$ cat config.mk
export PLATFORM = sky130hd
export DESIGN_NAME = usb_error_flag_unit
export DESIGN_NICKNAME = d
export VERILOG_FILES = /design/src/usb_error_flag_pkg.sv /design/src/sync_two_flop.sv /design/src/turnaround_timer.sv /design/src/usb_error_flag_unit.sv
export VERILOG_INCLUDE_DIRS = /design/src /design/src/src
export SDC_FILE = /design/constraint.sdc
export NUM_CORES = 1
export LEC_CHECK = 0
export ABC_AREA = 1
export BUFFER_PORTS_ARGS = -buffer_cell sky130_fd_sc_hd__buf_2
export CAP_MARGIN = 20
export CELL_PAD_IN_SITES_DETAIL_PLACEMENT = 1
export CELL_PAD_IN_SITES_GLOBAL_PLACEMENT = 1
export CORE_AREA = 2 2 78 80
export CTS_BUF_LIST = sky130_fd_sc_hd__clkbuf_2
export DETAILED_ROUTE_END_ITERATION = 10
export DIE_AREA = 0 0 80 82
export PLACE_DENSITY = 0.78
export SLEW_MARGIN = 20
export SYNTH_ARGS = -nofsm -noshare
export SYNTH_HDL_FRONTEND = slang
export SYNTH_HIERARCHICAL = 1
export SYNTH_SLANG_ARGS = --single-unit
$ cat constraint.sdc
create_clock -name clock -period 1.9 [get_ports clock]
set_input_delay 0.095 -clock clock [delete_from_list [all_inputs] [get_ports clock]]
set_output_delay 0.095 -clock clock [all_outputs]
set_load 0.02 [all_outputs]
$ cat src/usb_error_flag_params.svh
`ifndef USB_ERROR_FLAG_PARAMS_SVH
`define USB_ERROR_FLAG_PARAMS_SVH

// Register offsets on the plain register port
`define ERR_FLAGS_OFS 4'h0
`define ERR_ENABLES_OFS 4'h1
`define ERR_CTRL_OFS 4'h2
`define ERR_SUMMARY_OFS 4'h3

// Field positions of the error flag and enable registers
`define BIT_STUFF_POS 7
`define RESERVED_POS 6
`define DMA_FAULT_POS 5
`define TURNAROUND_POS 4
`define PARTIAL_BYTE_POS 3
`define DATA_CHECK_POS 2
`define TOKEN_FRAME_POS 1
`define PID_CHECK_POS 0

// Control register and summary register fields
`define HOST_MODE_POS 3
`define ERROR_SUMMARY_POS 1

// Reset values
`define ERR_FLAGS_RST 8'h00
`define ERR_ENABLES_RST 8'h00
`define ERR_CTRL_RST 8'h00

// Writable bits of the flag and enable registers
`define ERR_WRITABLE_MASK 8'hBF

// Turnaround limit in bit times
`define TURNAROUND_LIMIT_BITS 16

`endif

$ cat src/usb_error_flag_pkg.sv
package usb_error_flag_pkg;
  typedef logic [7:0] reg8_t;
  typedef enum logic [1:0] {
    TA_IDLE,
    TA_COUNT,
    TA_EXPIRED
  } turnaround_state_e;
endpackage

$ cat src/sync_two_flop.sv
`timescale 1ns/10ps
module sync_two_flop (
  input wire logic clock,
  input wire logic rst,
  input wire logic clock_enable,
  input wire logic async_in,
  output logic sync_out
);
  logic stage_one_r;

  // Two-stage synchroniser; first stage feeds only the second
  always_ff @(posedge clock) begin
    if (rst) begin
      stage_one_r <= 1'b0;
      sync_out <= 1'b0;
    end else if (clock_enable) begin
      stage_one_r <= async_in;
      sync_out <= stage_one_r;
    end
  end
endmodule

$ cat src/turnaround_timer.sv
`timescale 1ns/10ps
`include "usb_error_flag_params.svh"
module turnaround_timer
  import usb_error_flag_pkg::*;
#(
  parameter int LIMIT_BITS = `TURNAROUND_LIMIT_BITS
) (
  input wire logic clock,
  input wire logic rst,
  input wire logic clock_enable,
  input wire logic eop_seen,
  input wire logic bit_tick,
  input wire logic bus_active,
  output logic timeout_pulse
);
  localparam logic [5:0] LIMIT = 6'(LIMIT_BITS);
  turnaround_state_e state_r;
  logic [5:0] count_r;

  // Counts bit times from end of packet until the bus leaves idle
  always_ff @(posedge clock) begin
    if (rst) begin
      state_r <= TA_IDLE;
      count_r <= 6'h00;
      timeout_pulse <= 1'b0;
    end else if (clock_enable) begin
      timeout_pulse <= 1'b0;
      unique case (state_r)
        TA_IDLE: begin
          if (eop_seen) begin
            state_r <= TA_COUNT;
            count_r <= 6'h00;
          end
        end
        TA_COUNT: begin
          if (bus_active) begin
            state_r <= TA_IDLE;
          end else if (bit_tick) begin
            // More than the limit means the count passes it
            if (count_r == LIMIT) begin
              state_r <= TA_EXPIRED;
              timeout_pulse <= 1'b1;
            end else begin
              count_r <= count_r + 6'h01;
            end
          end
        end
        TA_EXPIRED: begin
          // One report per turnaround; wait for the next packet
          if (eop_seen) begin
            state_r <= TA_COUNT;
            count_r <= 6'h00;
          end else if (bus_active) begin
            state_r <= TA_IDLE;
          end
        end
      endcase
    end
  end
endmodule

$ cat src/usb_error_flag_unit.sv
`timescale 1ns/10ps
`include "usb_error_flag_params.svh"
module usb_error_flag_unit
  import usb_error_flag_pkg::*;
#(
  parameter int TURNAROUND_BITS = `TURNAROUND_LIMIT_BITS
) (
  input wire logic clock,
  input wire logic rst,
  input wire logic clock_enable,
  input wire logic [3:0] reg_addr,
  input wire logic [7:0] reg_wdata,
  input wire logic reg_write,
  input wire logic reg_read,
  output logic [7:0] reg_rdata,
  input wire logic bit_stuff_fault,
  input wire logic dma_grant_late,
  input wire logic buffer_overrun,
  input wire logic eop_seen,
  input wire logic bit_tick,
  input wire logic bus_active,
  input wire logic partial_byte_fault,
  input wire logic data_check_fault,
  input wire logic token_check_fault,
  input wire logic frame_countdown_zero,
  input wire logic transfer_active,
  input wire logic packet_id_check_fault,
  input wire logic rx_byte_valid,
  output logic packet_reject,
  output logic truncate_packet,
  output logic host_mode,
  output logic error_summary,
  output logic irq
);
  reg8_t flags_r;
  reg8_t flags_nxt;
  reg8_t enables_r;
  reg8_t ctrl_r;
  reg8_t set_vec;
  reg8_t clr_vec;
  logic bit_stuff_s;
  logic timeout_pulse;
  logic overrun_q;
  logic combined;
  reg8_t enables_nxt;

  // Write selects decoded once, so every register sees the same address compare
  logic wr_flags_sel;
  logic wr_enables_sel;
  logic wr_ctrl_sel;
  assign wr_flags_sel = reg_write && reg_addr == `ERR_FLAGS_OFS;
  assign wr_enables_sel = reg_write && reg_addr == `ERR_ENABLES_OFS;
  assign wr_ctrl_sel = reg_write && reg_addr == `ERR_CTRL_OFS;

  // The bit stuff detector sits on line sampling logic of its own clock region
  sync_two_flop u_sync_stuff (
    .clock(clock),
    .rst(rst),
    .clock_enable(clock_enable),
    .async_in(bit_stuff_fault),
    .sync_out(bit_stuff_s)
  );

  turnaround_timer #(
    .LIMIT_BITS(TURNAROUND_BITS)
  ) u_turnaround (
    .clock(clock),
    .rst(rst),
    .clock_enable(clock_enable),
    .eop_seen(eop_seen),
    .bit_tick(bit_tick),
    .bus_active(bus_active),
    .timeout_pulse(timeout_pulse)
  );

  // Event vector; bit 1 meaning follows the host mode control
  always_comb begin
    set_vec = 8'h00;
    set_vec[`BIT_STUFF_POS] = bit_stuff_s;
    set_vec[`DMA_FAULT_POS] = dma_grant_late | buffer_overrun;
    set_vec[`TURNAROUND_POS] = timeout_pulse;
    set_vec[`PARTIAL_BYTE_POS] = partial_byte_fault;
    set_vec[`DATA_CHECK_POS] = data_check_fault;
    if (ctrl_r[`HOST_MODE_POS]) begin
      set_vec[`TOKEN_FRAME_POS] = frame_countdown_zero & transfer_active;
    end else begin
      set_vec[`TOKEN_FRAME_POS] = token_check_fault;
    end
    set_vec[`PID_CHECK_POS] = packet_id_check_fault;
  end

  // Write-one-to-clear, reserved bit never cleared or set
  always_comb begin
    clr_vec = 8'h00;
    if (wr_flags_sel) begin
      clr_vec = reg_wdata & `ERR_WRITABLE_MASK;
    end
    // Set applied after clear so a coincident event survives
    flags_nxt = ((flags_r & ~clr_vec) | set_vec) & `ERR_WRITABLE_MASK;
  end

  // Sticky error flags
  always_ff @(posedge clock) begin
    if (rst) begin
      flags_r <= `ERR_FLAGS_RST;
    end else if (clock_enable) begin
      flags_r <= flags_nxt;
    end
  end

  // Next enable value; the summary uses it, so a new enable shows with the same lag as a new flag
  always_comb begin
    enables_nxt = enables_r;
    if (wr_enables_sel) begin
      enables_nxt = reg_wdata & `ERR_WRITABLE_MASK;
    end
  end

  // Enable register; bit 6 masked off on write
  always_ff @(posedge clock) begin
    if (rst) begin
      enables_r <= `ERR_ENABLES_RST;
    end else if (clock_enable) begin
      enables_r <= enables_nxt;
    end
  end

  // Control register: host mode enable at its documented bit
  always_ff @(posedge clock) begin
    if (rst) begin
      ctrl_r <= `ERR_CTRL_RST;
    end else if (clock_enable && wr_ctrl_sel) begin
      ctrl_r <= reg_wdata & (8'h01 << `HOST_MODE_POS);
    end
  end

  assign combined = |(flags_nxt & enables_nxt);

  // Summary and interrupt registered for glitch-free outputs
  always_ff @(posedge clock) begin
    if (rst) begin
      error_summary <= 1'b0;
      irq <= 1'b0;
      host_mode <= 1'b0;
    end else if (clock_enable) begin
      error_summary <= combined;
      irq <= combined;
      host_mode <= ctrl_r[`HOST_MODE_POS];
    end
  end

  // Reject strobe for stuffing and CRC16 failures
  always_ff @(posedge clock) begin
    if (rst) begin
      packet_reject <= 1'b0;
    end else if (clock_enable) begin
      packet_reject <= bit_stuff_s | data_check_fault;
    end
  end

  // Truncation holds until the overrun packet ends, dropping further bytes
  always_ff @(posedge clock) begin
    if (rst) begin
      overrun_q <= 1'b0;
      truncate_packet <= 1'b0;
    end else if (clock_enable) begin
      if (eop_seen) begin
        overrun_q <= 1'b0;
        truncate_packet <= 1'b0;
      end else if (buffer_overrun) begin
        overrun_q <= 1'b1;
        truncate_packet <= 1'b1;
      end else begin
        truncate_packet <= overrun_q & rx_byte_valid | overrun_q;
      end
    end
  end

  // Read data in the cycle after the strobe; unmapped reads zero
  always_ff @(posedge clock) begin
    if (rst) begin
      reg_rdata <= 8'h00;
    end else if (clock_enable) begin
      reg_rdata <= 8'h00;
      if (reg_read) begin
        unique case (reg_addr)
          `ERR_FLAGS_OFS: reg_rdata <= flags_r;
          `ERR_ENABLES_OFS: reg_rdata <= enables_r;
          `ERR_CTRL_OFS: reg_rdata <= ctrl_r;
          `ERR_SUMMARY_OFS: reg_rdata <= 8'(error_summary) << `ERROR_SUMMARY_POS;
          default: reg_rdata <= 8'h00;
        endcase
      end
    end
  end

  // Quiet cycles since the last event; saturates so a long spell never wraps to look short
  logic [2:0] since_event;
  always_ff @(posedge clock) begin
    if (rst) begin
      since_event <= 3'h0;
    end else if (clock_enable) begin
      since_event <= (set_vec != 8'h00) ? 3'h0 : (since_event == 3'h7) ? 3'h7 : since_event + 3'h1;
    end
  end

  // Flag setting and clearing checks
  AST_RESERVED_ZERO: assert property (@(posedge clock) disable iff (rst) flags_r[6] == 1'b0 && enables_r[6] == 1'b0)
    else $error("reserved bit set");
  AST_STICKY: assert property (@(posedge clock) disable iff (rst)
    clock_enable && flags_r[0] && !(reg_write && reg_addr == `ERR_FLAGS_OFS && reg_wdata[0]) |=> flags_r[0])
    else $error("flag lost without clear");
  AST_W1C: assert property (@(posedge clock) disable iff (rst)
    clock_enable && reg_write && reg_addr == `ERR_FLAGS_OFS && reg_wdata[2] && !data_check_fault |=> !flags_r[2])
    else $error("write one did not clear");
  AST_PID_SET: assert property (@(posedge clock) disable iff (rst)
    clock_enable && packet_id_check_fault |=> flags_r[0])
    else $error("pid fault not flagged");
  AST_STUFF_SET: assert property (@(posedge clock) disable iff (rst)
    clock_enable && bit_stuff_s |=> flags_r[`BIT_STUFF_POS] && packet_reject)
    else $error("stuff fault not flagged");
  AST_HOST_EOF: assert property (@(posedge clock) disable iff (rst)
    clock_enable && ctrl_r[3] && frame_countdown_zero && transfer_active |=> flags_r[1])
    else $error("end of frame not flagged");
  AST_PERIPH_CRC5: assert property (@(posedge clock) disable iff (rst)
    clock_enable && !ctrl_r[3] && token_check_fault |=> flags_r[1])
    else $error("token crc not flagged");
  AST_SUMMARY: assert property (@(posedge clock) disable iff (rst)
    clock_enable |=> error_summary == |(flags_r & enables_r))
    else $error("summary mismatch");
  AST_DMA: assert property (@(posedge clock) disable iff (rst)
    clock_enable && (dma_grant_late || buffer_overrun) |=> flags_r[5])
    else $error("dma fault not flagged");
  AST_RESET_CLEAR: assert property (@(posedge clock) rst |=> flags_r == 8'h00 && enables_r == 8'h00)
    else $error("reset did not clear");

  // Per-source setting checks
  AST_PARTIAL: assert property (@(posedge clock) disable iff (rst)
    clock_enable && partial_byte_fault
    |=> flags_r[`PARTIAL_BYTE_POS])
    else $error("partial byte fault not flagged");
  AST_DATA_CHECK: assert property (@(posedge clock) disable iff (rst)
    clock_enable && data_check_fault
    |=> flags_r[`DATA_CHECK_POS] && packet_reject)
    else $error("data check fault not flagged");
  AST_TIMEOUT: assert property (@(posedge clock) disable iff (rst)
    clock_enable && timeout_pulse
    |=> flags_r[`TURNAROUND_POS])
    else $error("turnaround timeout not flagged");
  AST_OVERRUN: assert property (@(posedge clock) disable iff (rst)
    clock_enable && buffer_overrun && !eop_seen
    |=> flags_r[`DMA_FAULT_POS] && truncate_packet)
    else $error("overrun not flagged");
  AST_HOST_BLOCKS_CRC5: assert property (@(posedge clock) disable iff (rst)
    clock_enable && ctrl_r[`HOST_MODE_POS] && token_check_fault && !flags_r[`TOKEN_FRAME_POS]
    && !(frame_countdown_zero && transfer_active)
    |=> !flags_r[`TOKEN_FRAME_POS])
    else $error("token check flagged in host mode");
  AST_PERIPH_BLOCKS_EOF: assert property (@(posedge clock) disable iff (rst)
    clock_enable && !ctrl_r[`HOST_MODE_POS] && frame_countdown_zero && transfer_active
    && !token_check_fault && !flags_r[`TOKEN_FRAME_POS]
    |=> !flags_r[`TOKEN_FRAME_POS])
    else $error("frame end flagged in peripheral mode");
  AST_NO_SPURIOUS: assert property (@(posedge clock) disable iff (rst)
    clock_enable && set_vec == 8'h00
    |=> (flags_r & ~$past(flags_r)) == 8'h00)
    else $error("flag set without event");
  AST_SET_WINS: assert property (@(posedge clock) disable iff (rst)
    clock_enable && packet_id_check_fault && reg_write && reg_addr == `ERR_FLAGS_OFS && reg_wdata[`PID_CHECK_POS]
    |=> flags_r[`PID_CHECK_POS])
    else $error("clear beat coincident event");
  AST_ZERO_WRITE: assert property (@(posedge clock) disable iff (rst)
    clock_enable && reg_write && reg_addr == `ERR_FLAGS_OFS
    |=> ($past(flags_r) & ~$past(reg_wdata) & ~flags_r) == 8'h00)
    else $error("zero write cleared a flag");

  // Packet handling checks
  AST_TRUNC_HOLD: assert property (@(posedge clock) disable iff (rst)
    clock_enable && truncate_packet && !eop_seen
    |=> truncate_packet)
    else $error("truncation dropped early");
  AST_TRUNC_END: assert property (@(posedge clock) disable iff (rst)
    clock_enable && eop_seen
    |=> !truncate_packet)
    else $error("truncation outlived packet");
  AST_REJECT_ONLY: assert property (@(posedge clock) disable iff (rst)
    clock_enable && !bit_stuff_s && !data_check_fault
    |=> !packet_reject)
    else $error("reject without cause");

  // Register and output checks
  AST_ENABLE_WRITE: assert property (@(posedge clock) disable iff (rst)
    clock_enable && reg_write && reg_addr == `ERR_ENABLES_OFS
    |=> enables_r == ($past(reg_wdata) & `ERR_WRITABLE_MASK))
    else $error("enable write not taken");
  AST_SUMMARY_READ: assert property (@(posedge clock) disable iff (rst)
    clock_enable && reg_read && reg_addr == `ERR_SUMMARY_OFS
    |=> reg_rdata[`ERROR_SUMMARY_POS] == $past(error_summary) && (reg_rdata & ~(8'h01 << `ERROR_SUMMARY_POS)) == 8'h00)
    else $error("summary read wrong");
  AST_READ_IDLE: assert property (@(posedge clock) disable iff (rst)
    clock_enable && !reg_read
    |=> reg_rdata == 8'h00)
    else $error("read data without read");
  AST_CTRL_ONLY_HOST: assert property (@(posedge clock) disable iff (rst)
    (ctrl_r & ~(8'h01 << `HOST_MODE_POS)) == 8'h00)
    else $error("control holds more than host mode");
  AST_HOST_COPY: assert property (@(posedge clock) disable iff (rst)
    clock_enable
    |=> host_mode == $past(ctrl_r[`HOST_MODE_POS]))
    else $error("host mode output stale");
  AST_IRQ_FOLLOWS: assert property (@(posedge clock) disable iff (rst)
    irq == error_summary)
    else $error("interrupt differs from summary");
  AST_FREEZE: assert property (@(posedge clock) disable iff (rst)
    !clock_enable
    |=> $stable(flags_r) && $stable(enables_r) && $stable(ctrl_r))
    else $error("state moved while frozen");
  AST_RESET_OUTPUTS: assert property (@(posedge clock)
    rst
    |=> !irq && !error_summary && !packet_reject && !truncate_packet && !host_mode && reg_rdata == 8'h00)
    else $error("outputs not cleared by reset");

  // Main scenarios
  COV_IRQ: cover property (@(posedge clock) disable iff (rst) $rose(irq));
  COV_TRUNCATE: cover property (@(posedge clock) disable iff (rst) $fell(truncate_packet));
  COV_TIMEOUT: cover property (@(posedge clock) disable iff (rst) timeout_pulse);
  COV_SET_CLEAR: cover property (@(posedge clock) disable iff (rst)
    reg_write && reg_addr == `ERR_FLAGS_OFS && reg_wdata[0] && packet_id_check_fault);
  COV_HOST: cover property (@(posedge clock) disable iff (rst) ctrl_r[3] && since_event == 3'h7);
endmodule

Word-level counts from Yosys, hierarchy flattened
Index checks and enable logic that the tools add are counted.

Bits in registers: 40. Input bits: 30. Output and inout port bits: 13.

Add/sub/neg operators: 1. Equality and inequality tests: 14. Mux-type cells: 25. Bitwise operators: 9. Reductions and logical operators: 12.

Operators with widths (count): 8-bit case mux with 4 select lines (1); 6-bit two-way mux (4); 8-bit two-way mux (3); 8-bit AND (2); 2-bit two-way mux (6); 6-bit case mux with 2 select lines (1); 5-bit AND reduction (2); 1-bit two-way mux (9); 4-bit by 2-bit equality test with 1-bit output (second input constant) (2); 2-bit inequality test (second input constant) (4); 8-bit NOT (1); 8-bit OR (1); 8-bit OR reduction (1); 6-bit by 1-bit adder with 6-bit output (second input constant) (1); 6-bit by 5-bit equality test with 1-bit output (second input constant) (1); 3-bit inequality test (second input constant) (2); 2-bit case mux with 3 select lines (1); 4-bit by 1-bit equality test with 1-bit output (second input constant) (1); 1-bit logical AND (4); 4-bit logical NOT (1); 3-bit by 2-bit inequality test with 1-bit output (second input constant) (1); 1-bit OR (3); 1-bit AND (2); 2-bit by 1-bit equality test with 1-bit output (second input constant) (1); other kinds (6) (6).

Longest topological paths before layout
Gate-level depths: netlist (run 1).

Word-level depth: 8. Mapped depth: 10. Depth with buffers taken out: 10.

Modules after synthesis
The synthesis (run 1) kept the hierarchy.

By module, submodules not included: usb_error_flag_unit (times used 1, cells an instance 217, area each 1450.1 µm², seq. area each 540.5 µm²); turnaround_timer (times used 1, cells an instance 94, area each 659.4 µm², seq. area each 180.2 µm²); sync_two_flop (times used 1, cells an instance 13, area each 81.3 µm², seq. area each 40.0 µm²).

Least setup slack after synthesis (run 1)
No wires, ideal clock.

Path kind: register to register. Start: reg u_turnaround.state_r[0]. End: reg u_turnaround.count_r[0]. Data arrival time: 1.225 ns. Required time: 1.786 ns. Setup slack: 0.561 ns. Stages on the path, launching flop included: 9. Clock period less this slack: 1.339 ns. Cell sequence: dfxtp_1 -> inv_1 -> ha_1 -> nor2_4 -> nor2_2 -> nor2_4 -> nand4_4 -> a21oi_1 -> nor2_1.

Word-level cells in the longest chain between the ends: 4. Elaborated cells between the ends (all ways): 10. Classes of those cells: eq/ne: 6; mux: 1; reduce/logical: 3.

Ends and longest elaborated chain: start: declaration (line turnaround_timer.sv:17) `turnaround_state_e state_r;`; start signal: assignment (line turnaround_timer.sv:23) `state_r <= TA_IDLE;`; start signal: assignment (line turnaround_timer.sv:31) `state_r <= TA_COUNT;`; start signal: assignment (line turnaround_timer.sv:37) `state_r <= TA_IDLE;`; 2-bit equality test or 2-bit logical NOT (tied branches) (line turnaround_timer.sv:28) `unique case (state_r)`; 2-bit OR reduction (no line); 2-bit by 1-bit inequality test with 1-bit output (no line); 5-bit AND reduction (no line); end signal: assignment (line turnaround_timer.sv:44) `count_r <= count_r + 6'h01;`; end: declaration (line turnaround_timer.sv:18) `logic [5:0] count_r;`.

Parallel ways exist; a longest one is shown, timed or not. A chain may end at the register's enable or synchronous reset.

==> results.py, run 1 <==
metrics = {
    "status": {
        "status": "completed",
    },
    "worst_setup_path": {
        "crit_chain": "dlygate4sd3_1, buf_2, inv_1, nand2_1, dlygate4sd3_1, nand2_1, nor2_1, dlygate4sd3_1",
        "critical_path_class": "in2reg",
        "max_stage_delay_ns": 0.56,
        "startpoint_type": "input pin",
        "cpMostUsedCell": "dlygate4sd3_1",
        "worstPathRequired_ns": 2.20,
        "end_kind": "flip-flop",
        "critPathMaxFanout": 1,
        "arrival_ns": 2.06,
        "slowest_stage": "dlygate4sd3_1",
    },
    "layout": {
        "fin_nets": 407,
        "filler_cell_count": 800,
        "drive_above_1_share_pct": 19.57,
        "syn2layout_area_growth_pct": 18.62,
        "instances_no_fill": 448,
        "diodes": 0,
    },
    "placement": {
        "dp.cells": 429,
        "hpwl_um": 4428,
        "place_congestion": 0.8235,
        "port_buffers": 39,
    },
    "clock_tree": {
        "clk_pin_slew_worst_paths_ns": 0.19,
        "cts_tree": "done",
        "cts_setup_buffers": 0,
        "cts_hold_buf": 9,
        "clock_sinks": 38,
        "cts_resized": 0,
        "clock_path_buffers": 2,
        "cts_buffers": 5,
        "clockRootBuffer": "clkbuf_2",
        "htree_levels": 2,
        "clock_latency_ns": 0.39,
    },
    "sta": {
        "finalCritPeriodShare_pct": 92.39,
        "setup_viol": 0,
        "relSlewSlack_pct": 43.93,
        "max_freq_mhz": 569.7,
        "layout_min_cycle_time_ns": 1.755,
        "tightest_slew_ns": 0.8401,
        "rsz0062_at_grt": "false",
        "setup_tns_ns": 0,
        "hold_viol": 0,
        "slew_viol_final": 0,
        "fin_skew_ns": 0.008011,
    },
    "drt": {
        "dr_wl_met3_um": 189,
        "wire_per_inst_um": 13.15,
        "viasPerCell": 4.922,
        "first_pass_iters": 4,
        "met2_length_um": 2820,
        "wl_met1_um": 2819,
        "wl_um": 5893,
        "top_layer_used": "met4",
        "ant_nets": 0,
        "drc": 0,
        "vias": 2205,
        "drt_iter0_markers": 71,
    },
    "synthesis": {
        "ys.flop_type": "dfxtp_1",
        "yosysSeqAreaShare_pct": 34.72,
        "ys_ff_latch": 38,
        "yosysWarnings": 6,
        "ys_types": 31,
        "synth-edff-count": 0,
        "async_flop_share_pct": 0,
        "syn-num-nets": 359,
        "syn_area_sq_mm": 0.002191,
        "netlist_instances": 324,
        "avgSynthCellArea_sq_um": 6.762,
    },
    "pwr": {
        "power_leakage_uw": 0.001200,
        "clkPwrFrac_pct": 29.4,
        "switching_share_pct": 29.76,
        "p_per_area_mw_per_mm2": 657.1,
        "combPwrFrac_pct": 19.8,
        "switchingPower_uw": 508.2,
        "irDropWorstVdd_mv": 0.3050,
        "cellInternalPower_uw": 1199,
        "seq_power_share_pct": 50.8,
    },
    "floorplan": {
        "initial_core_util_pct": 38.13,
        "dieHeight_um": 82,
        "ios": 43,
        "core_sq_mm": 0.005746,
        "die_x_um": 80,
        "row_count": 28,
        "die_area_sq_mm": 0.006560,
    },
    "global_route": {
        "grt_pass1_wl_um": 10170,
        "grt_max_degree": 30,
        "grt_usage_pct": 19.64,
        "grt_pass1_vias": 2270,
        "grt-ovfl-total": 0,
        "antenna_found_initial": 0,
    },
    "min_path": {
        "hold_path.class": "in2reg",
    },
    "flow_run": {
        "cap_violations": 0,
    },
}
==> area by class of cell <==
| class | count | area, sq um | area share [%] |
|---|---|---|---|
| clock buffers | 7 | 35.03 | 1.348 |
| flip-flops and latches | 38 | 760.7 | 29.27 |
| inverters | 54 | 207.7 | 7.992 |
| repair buffers | 52 | 320.3 | 12.33 |
| well taps | 75 | 93.84 | 3.611 |
| multi-input cells | 221 | 1151 | 44.29 |
| clock inverters | 1 | 30.03 | 1.156 |
==> per-stage QoR <==
step / hold WS, ns / setup slack (ns) / instance area, sq um / utilization, % / power (uW)
floorplan: 0.1641 / 0.5610 / 2191 / - / 1104
global placement: 0.3197 / 0.4095 / 2424 / 42.18 / 1194
detailed placement: 0.3333 / 0.3314 / 2424 / 42.18 / 1207
CTS: 0.007647 / 0.2234 / 2579 / 44.88 / 1732
global route: 0.003787 / 0.09678 / 2599 / 45.23 / 1814
finish: 0.04552 / 0.1446 / 2599 / 45.23 / 1708
==> cells in the mapped netlist, types with 2 or more instances <==
cell,n,area share (%)
a21oi_1,29,6.6
a21oi_2,2,0.80
a221oi_1,2,0.80
buf_2,3,0.69
buf_4,3,1.0
buf_6,2,1.0
clkbuf_1,3,0.51
dfxtp_1,38,35
ha_1,5,2.9
inv_1,50,8.6
inv_2,3,0.51
nand2_1,85,15
nand2_2,2,0.57
nand3_1,10,2.3
nand4_1,13,3.7
nor2_1,23,3.9
nor2_2,6,1.7
nor2_4,6,3.1
nor3_1,3,0.69
o211ai_1,3,1.0
o21ai_0,16,3.7
o21ai_1,3,0.69
o22ai_1,6,1.7
==> logic make-up (layout without fill, tap and decap cells) <==
kind of cell,after synthesis,after routing,synth area share (%)
AO/OA/AOI/OAI,62,62,15.82
XOR/XNOR,2,2,0.7997
adder cells (fa/ha/maj),5,5,2.856
buffers and inverters,65,114,12.74
flip-flops,38,38,34.72
other,1,1,0.1712
AND/OR/NAND/NOR,151,151,32.90
==> worst max-delay path, delay by kind of cell <==
| family | cells | cell delay, ns |
|---|---|---|
| buffers and inverters | 5 | 1.82 |
| AND/OR/NAND/NOR | 3 | 0.15 |
==> routing by layer <==
metal	vias up	GRT usage [%]
met5	-	0
met4	0	5.085
met3	7	3.516
met2	36	34.67
met1	1029	24.75
li1	1133	-
==> power groups by stage <==
stage | clock (uW) | combinational (uW) | sequential [uW]
5_1_grt | 552 | 386 | 875
2_1_floorplan | 0 | 217 | 887
3_5_place_dp | 0 | 322 | 885
6_report | 502 | 338 | 868
3_3_place_gp | 0 | 311 | 883
4_1_cts | 526 | 338 | 869
==> sequential cells by signal (all words and copies together) (netlist names), 2 cells and up <==
name                  cells
reg_rdata                 7
u_turnaround/state_r      2
u_turnaround/count_r      6
flags_r                   7
enables_r                 7
==> cell usage in the layout, fill, tap and decap left out, types with 2 or more instances in the layout <==
cell type / count
nor2_4: 6
o21ai_1: 3
clkbuf_2: 7
buf_4: 2
nand2_1: 85
nand4_1: 13
dlygate4sd3_1: 11
nand3_1: 10
nand2_2: 2
o211ai_1: 3
nor3_1: 3
a21oi_2: 2
inv_2: 3
buf_2: 39
a21oi_1: 29
inv_1: 50
ha_1: 5
nor2_1: 23
nor2_2: 6
dfxtp_1: 38
o21ai_0: 16
o22ai_1: 6
a221oi_1: 2
==> final timing paths <==
path                                         startpoint                       end  slack, ns  cells past startpoint
worst min-delay path                       reg_wdata[7]              enables_r[7]       0.05                      5
worst max-delay path                    bit_stuff_fault  u_sync_stuff/stage_one_r       0.14                      8
worst max register to register  u_turnaround/state_r[0]   u_turnaround/count_r[5]       0.32                      8
worst min register to register             reg_rdata[1]              reg_rdata[1]       0.48                      2
Power figures use the tool's default switching activity.
==> run 2, diff against run 1 <==
- ABC_AREA: 1 -> unset
- CORE_AREA: 2 2 78 80 -> 2 2 74 76
- CTS_BUF_LIST: sky130_fd_sc_hd__clkbuf_2 -> sky130_fd_sc_hd__clkbuf_8
- DIE_AREA: 0 0 80 82 -> 0 0 76 78
- PLACE_DENSITY: 0.78 -> 0.79
==> run 2 against run 1 <==
  * Die area down 9.6%
  * Synthesized cell count down 24%
  * Via count down 10%
  * Sequential power down 4.1%
  * Clock power up 37%
  * Synthesized area down 4.7%
  * Critical path type is now reg2reg
  * Highest routed layer unchanged
==> results.py, run 2 <==
metrics = {
    "worst_setup_path": {
        "startpoint_type": "flip-flop",
        "startpoint": "u_turnaround/state_r[0]",
        "r2r_slack_ns": 0.19,
        "worstPathRequired_ns": 2.10,
        "arrival_ns": 1.92,
        "worstSetupEndpoint": "u_turnaround/count_r[3]",
        "critical_path_class": "reg2reg",
        "critPathMaxFanout": 6,
        "r2r_start": "u_turnaround/state_r[0]",
        "r2r-end": "u_turnaround/count_r[3]",
        "end_kind": "flip-flop",
        "reg2regPathDepth": 5,
    },
    "clock_tree": {
        "clock_sinks": 38,
        "cts_setup_buffers": 0,
        "clock_latency_ns": 0.29,
        "clockRootBuffer": "clkbuf_8",
        "cts_buffers": 5,
        "htree_levels": 2,
        "cts_tree": "done",
        "cts_resized": 0,
        "cts_hold_buf": 0,
        "clk_pin_slew_worst_paths_ns": 0.08,
        "clock_path_buffers": 2,
    },
    "layout": {
        "fin_nets": 326,
        "instances_no_fill": 362,
        "most-common-layout-cells": "nor2_1, buf_2, dfxtp_1",
        "filler_cell_count": 630,
        "top_regs": "enables_r x7, flags_r x7, reg_rdata x7",
        "drive_above_1_share_pct": 23.29,
        "syn2layout_area_growth_pct": 19.48,
        "diodes": 0,
    },
    "synthesis": {
        "syn_area_sq_mm": 0.002087,
        "synth-edff-count": 0,
        "ys_top_cells_by_area": "dfxtp_1, mux2i_1, nor2_1",
        "ys_ff_latch": 38,
        "synthTopCellsByCount": "nor2_1, dfxtp_1, mux2i_1, inv_1, nand2_1",
        "async_flop_share_pct": 0,
        "synth.top_cell.area_share_pct": 36.45,
        "ys.flop_type": "dfxtp_1",
        "syn-num-nets": 282,
        "avgSynthCellArea_sq_um": 8.449,
        "synth_most_common_cell": "nor2_1",
        "netlist_instances": 247,
        "yosysTopAreaCell": "dfxtp_1",
        "yosysSeqAreaShare_pct": 36.45,
        "yosysWarnings": 6,
        "ys_types": 49,
    },
    "min_path": {
        "hp-start": "bit_stuff_fault",
        "hold_path.class": "in2reg",
        "worstHoldPathCells": 3,
    },
    "sta": {
        "rsz0062_at_grt": "false",
        "slew_viol_final": 0,
        "tightest_slew_ns": 0.5619,
        "setup_tns_ns": 0,
        "setup_viol": 0,
        "finalCritPeriodShare_pct": 90.15,
        "layout_min_cycle_time_ns": 1.713,
        "fin_ws_ns": 0.1871,
        "max_freq_mhz": 583.8,
        "fin_skew_ns": 0.006365,
        "relSlewSlack_pct": 62.19,
        "hold_viol": 0,
    },
    "floorplan": {
        "die_area_sq_mm": 0.005928,
        "die_x_um": 76,
        "dieHeight_um": 78,
        "row_count": 26,
        "core_sq_mm": 0.005042,
        "ios": 43,
        "initial_core_util_pct": 41.39,
    },
    "global_route": {
        "grt_pass1_wl_um": 9742,
        "grt_pass1_vias": 1998,
        "antenna_found_initial": 0,
        "grt-ovfl-total": 0,
        "grt_max_degree": 21,
        "grt_usage_pct": 20.65,
    },
    "placement": {
        "port_buffers": 39,
        "hpwl_um": 4278,
        "place_congestion": 0.8135,
        "pre_cts_slack_ns": 0.1377,
        "dp.cells": 354,
    },
    "drt": {
        "wire_per_inst_um": 15.91,
        "ant_nets": 0,
        "first_pass_iters": 4,
        "drt_iter0_markers": 60,
        "wl_um": 5760,
        "drc": 0,
        "viasPerCell": 5.464,
        "vias": 1978,
    },
    "flow_run": {
        "cap_violations": 0,
    },
    "pwr": {
        "irDropWorstVdd_mv": 0.4770,
        "p_per_area_mw_per_mm2": 707.4,
        "power_leakage_uw": 0.001055,
    },
    "status": {
        "status": "completed",
    },
}
-- run 2: cell types whose count changed in the layout (fill, tap and decap cells not counted), sizes merged, moves of 7 or more --
cell,previous run,this run
o21ai,19,5
inv,53,15
a21oi,31,8
nand2,87,15
buf,41,48
nand4,15,5
mux2i,0,21
dlygate4sd3,11,0
-- run 2: how the worst min path moves through the flow --
stage / end
2_1_floorplan: u_sync_stuff/stage_one_r
3_3_place_gp: u_sync_stuff/stage_one_r
3_5_place_dp: u_sync_stuff/stage_one_r
4_1_cts: u_sync_stuff/stage_one_r
5_1_grt: overrun_q
6_report: u_sync_stuff/stage_one_r
-- run 2: per-layer routing --
| layer | global-route usage, % | wire, um | up-vias |
|---|---|---|---|
| li1 | - | - | 978 |
| met1 | 26.39 | 2787 | 955 |
| met2 | 34.73 | 2686 | 40 |
| met3 | 5.349 | 229 | 5 |
| met4 | 5.455 | 56 | 0 |
| met5 | 0 | 0 | - |
-- run 2: critical path, cell delays in order (launching register included) --
cell and delay [ns]:
dfxtp_1 0.36, inv_1 0.09, ha_1 0.28, nor3_2 0.37, nand3_1 0.22, o31ai_1 0.29
-- run 2: final cells by class --
cell class                 instances  area, sq um  area share [%]
multi-input combinational        182         1214           48.67
clock inverter                     3        40.04           1.606
timing repair buffer              48        262.8           10.54
tap                               70        87.58           3.512
sequential                        38        760.7           30.51
inverter                          16        60.06           2.408
clock buffer                       5        68.82           2.760
-- run 2: metrics by stage --
stage | cell area, sq um | utilization (%) | hold slack [ns] | power [uW]
3_5_place_dp | 2385 | 47.30 | 0.3463 | 1093
3_3_place_gp | 2385 | 47.30 | 0.3332 | 1087
2_1_floorplan | 2087 | - | 0.1674 | 998.8
4_1_cts | 2494 | 49.45 | 0.04177 | 1783
6_report | 2494 | 49.45 | 0.04468 | 1764
5_1_grt | 2494 | 49.45 | 0.06201 | 1855
-- run 2: cell families after synthesis --
family                     after synthesis  share of synthesized area [%]
adders and majority gates                5                          2.998
and+or+nand+nor                        103                          26.14
DFF                                     38                          36.45
AOI/OAI and AO/OA                       51                          18.05
other                                    1                         0.1797
muxes                                   22                          10.79
buffers and inverters                   27                          5.395
-- run 2: power breakdown --
| part | internal, uW | leakage (uW) | switching, uW |
|---|---|---|---|
| clock network | 387 | 0.0000579 | 301 |
| registers | 816 | 0.000309 | 16.1 |
| logic | 97.5 | 0.000689 | 146 |
| total | 1300 | 0.00106 | 464 |
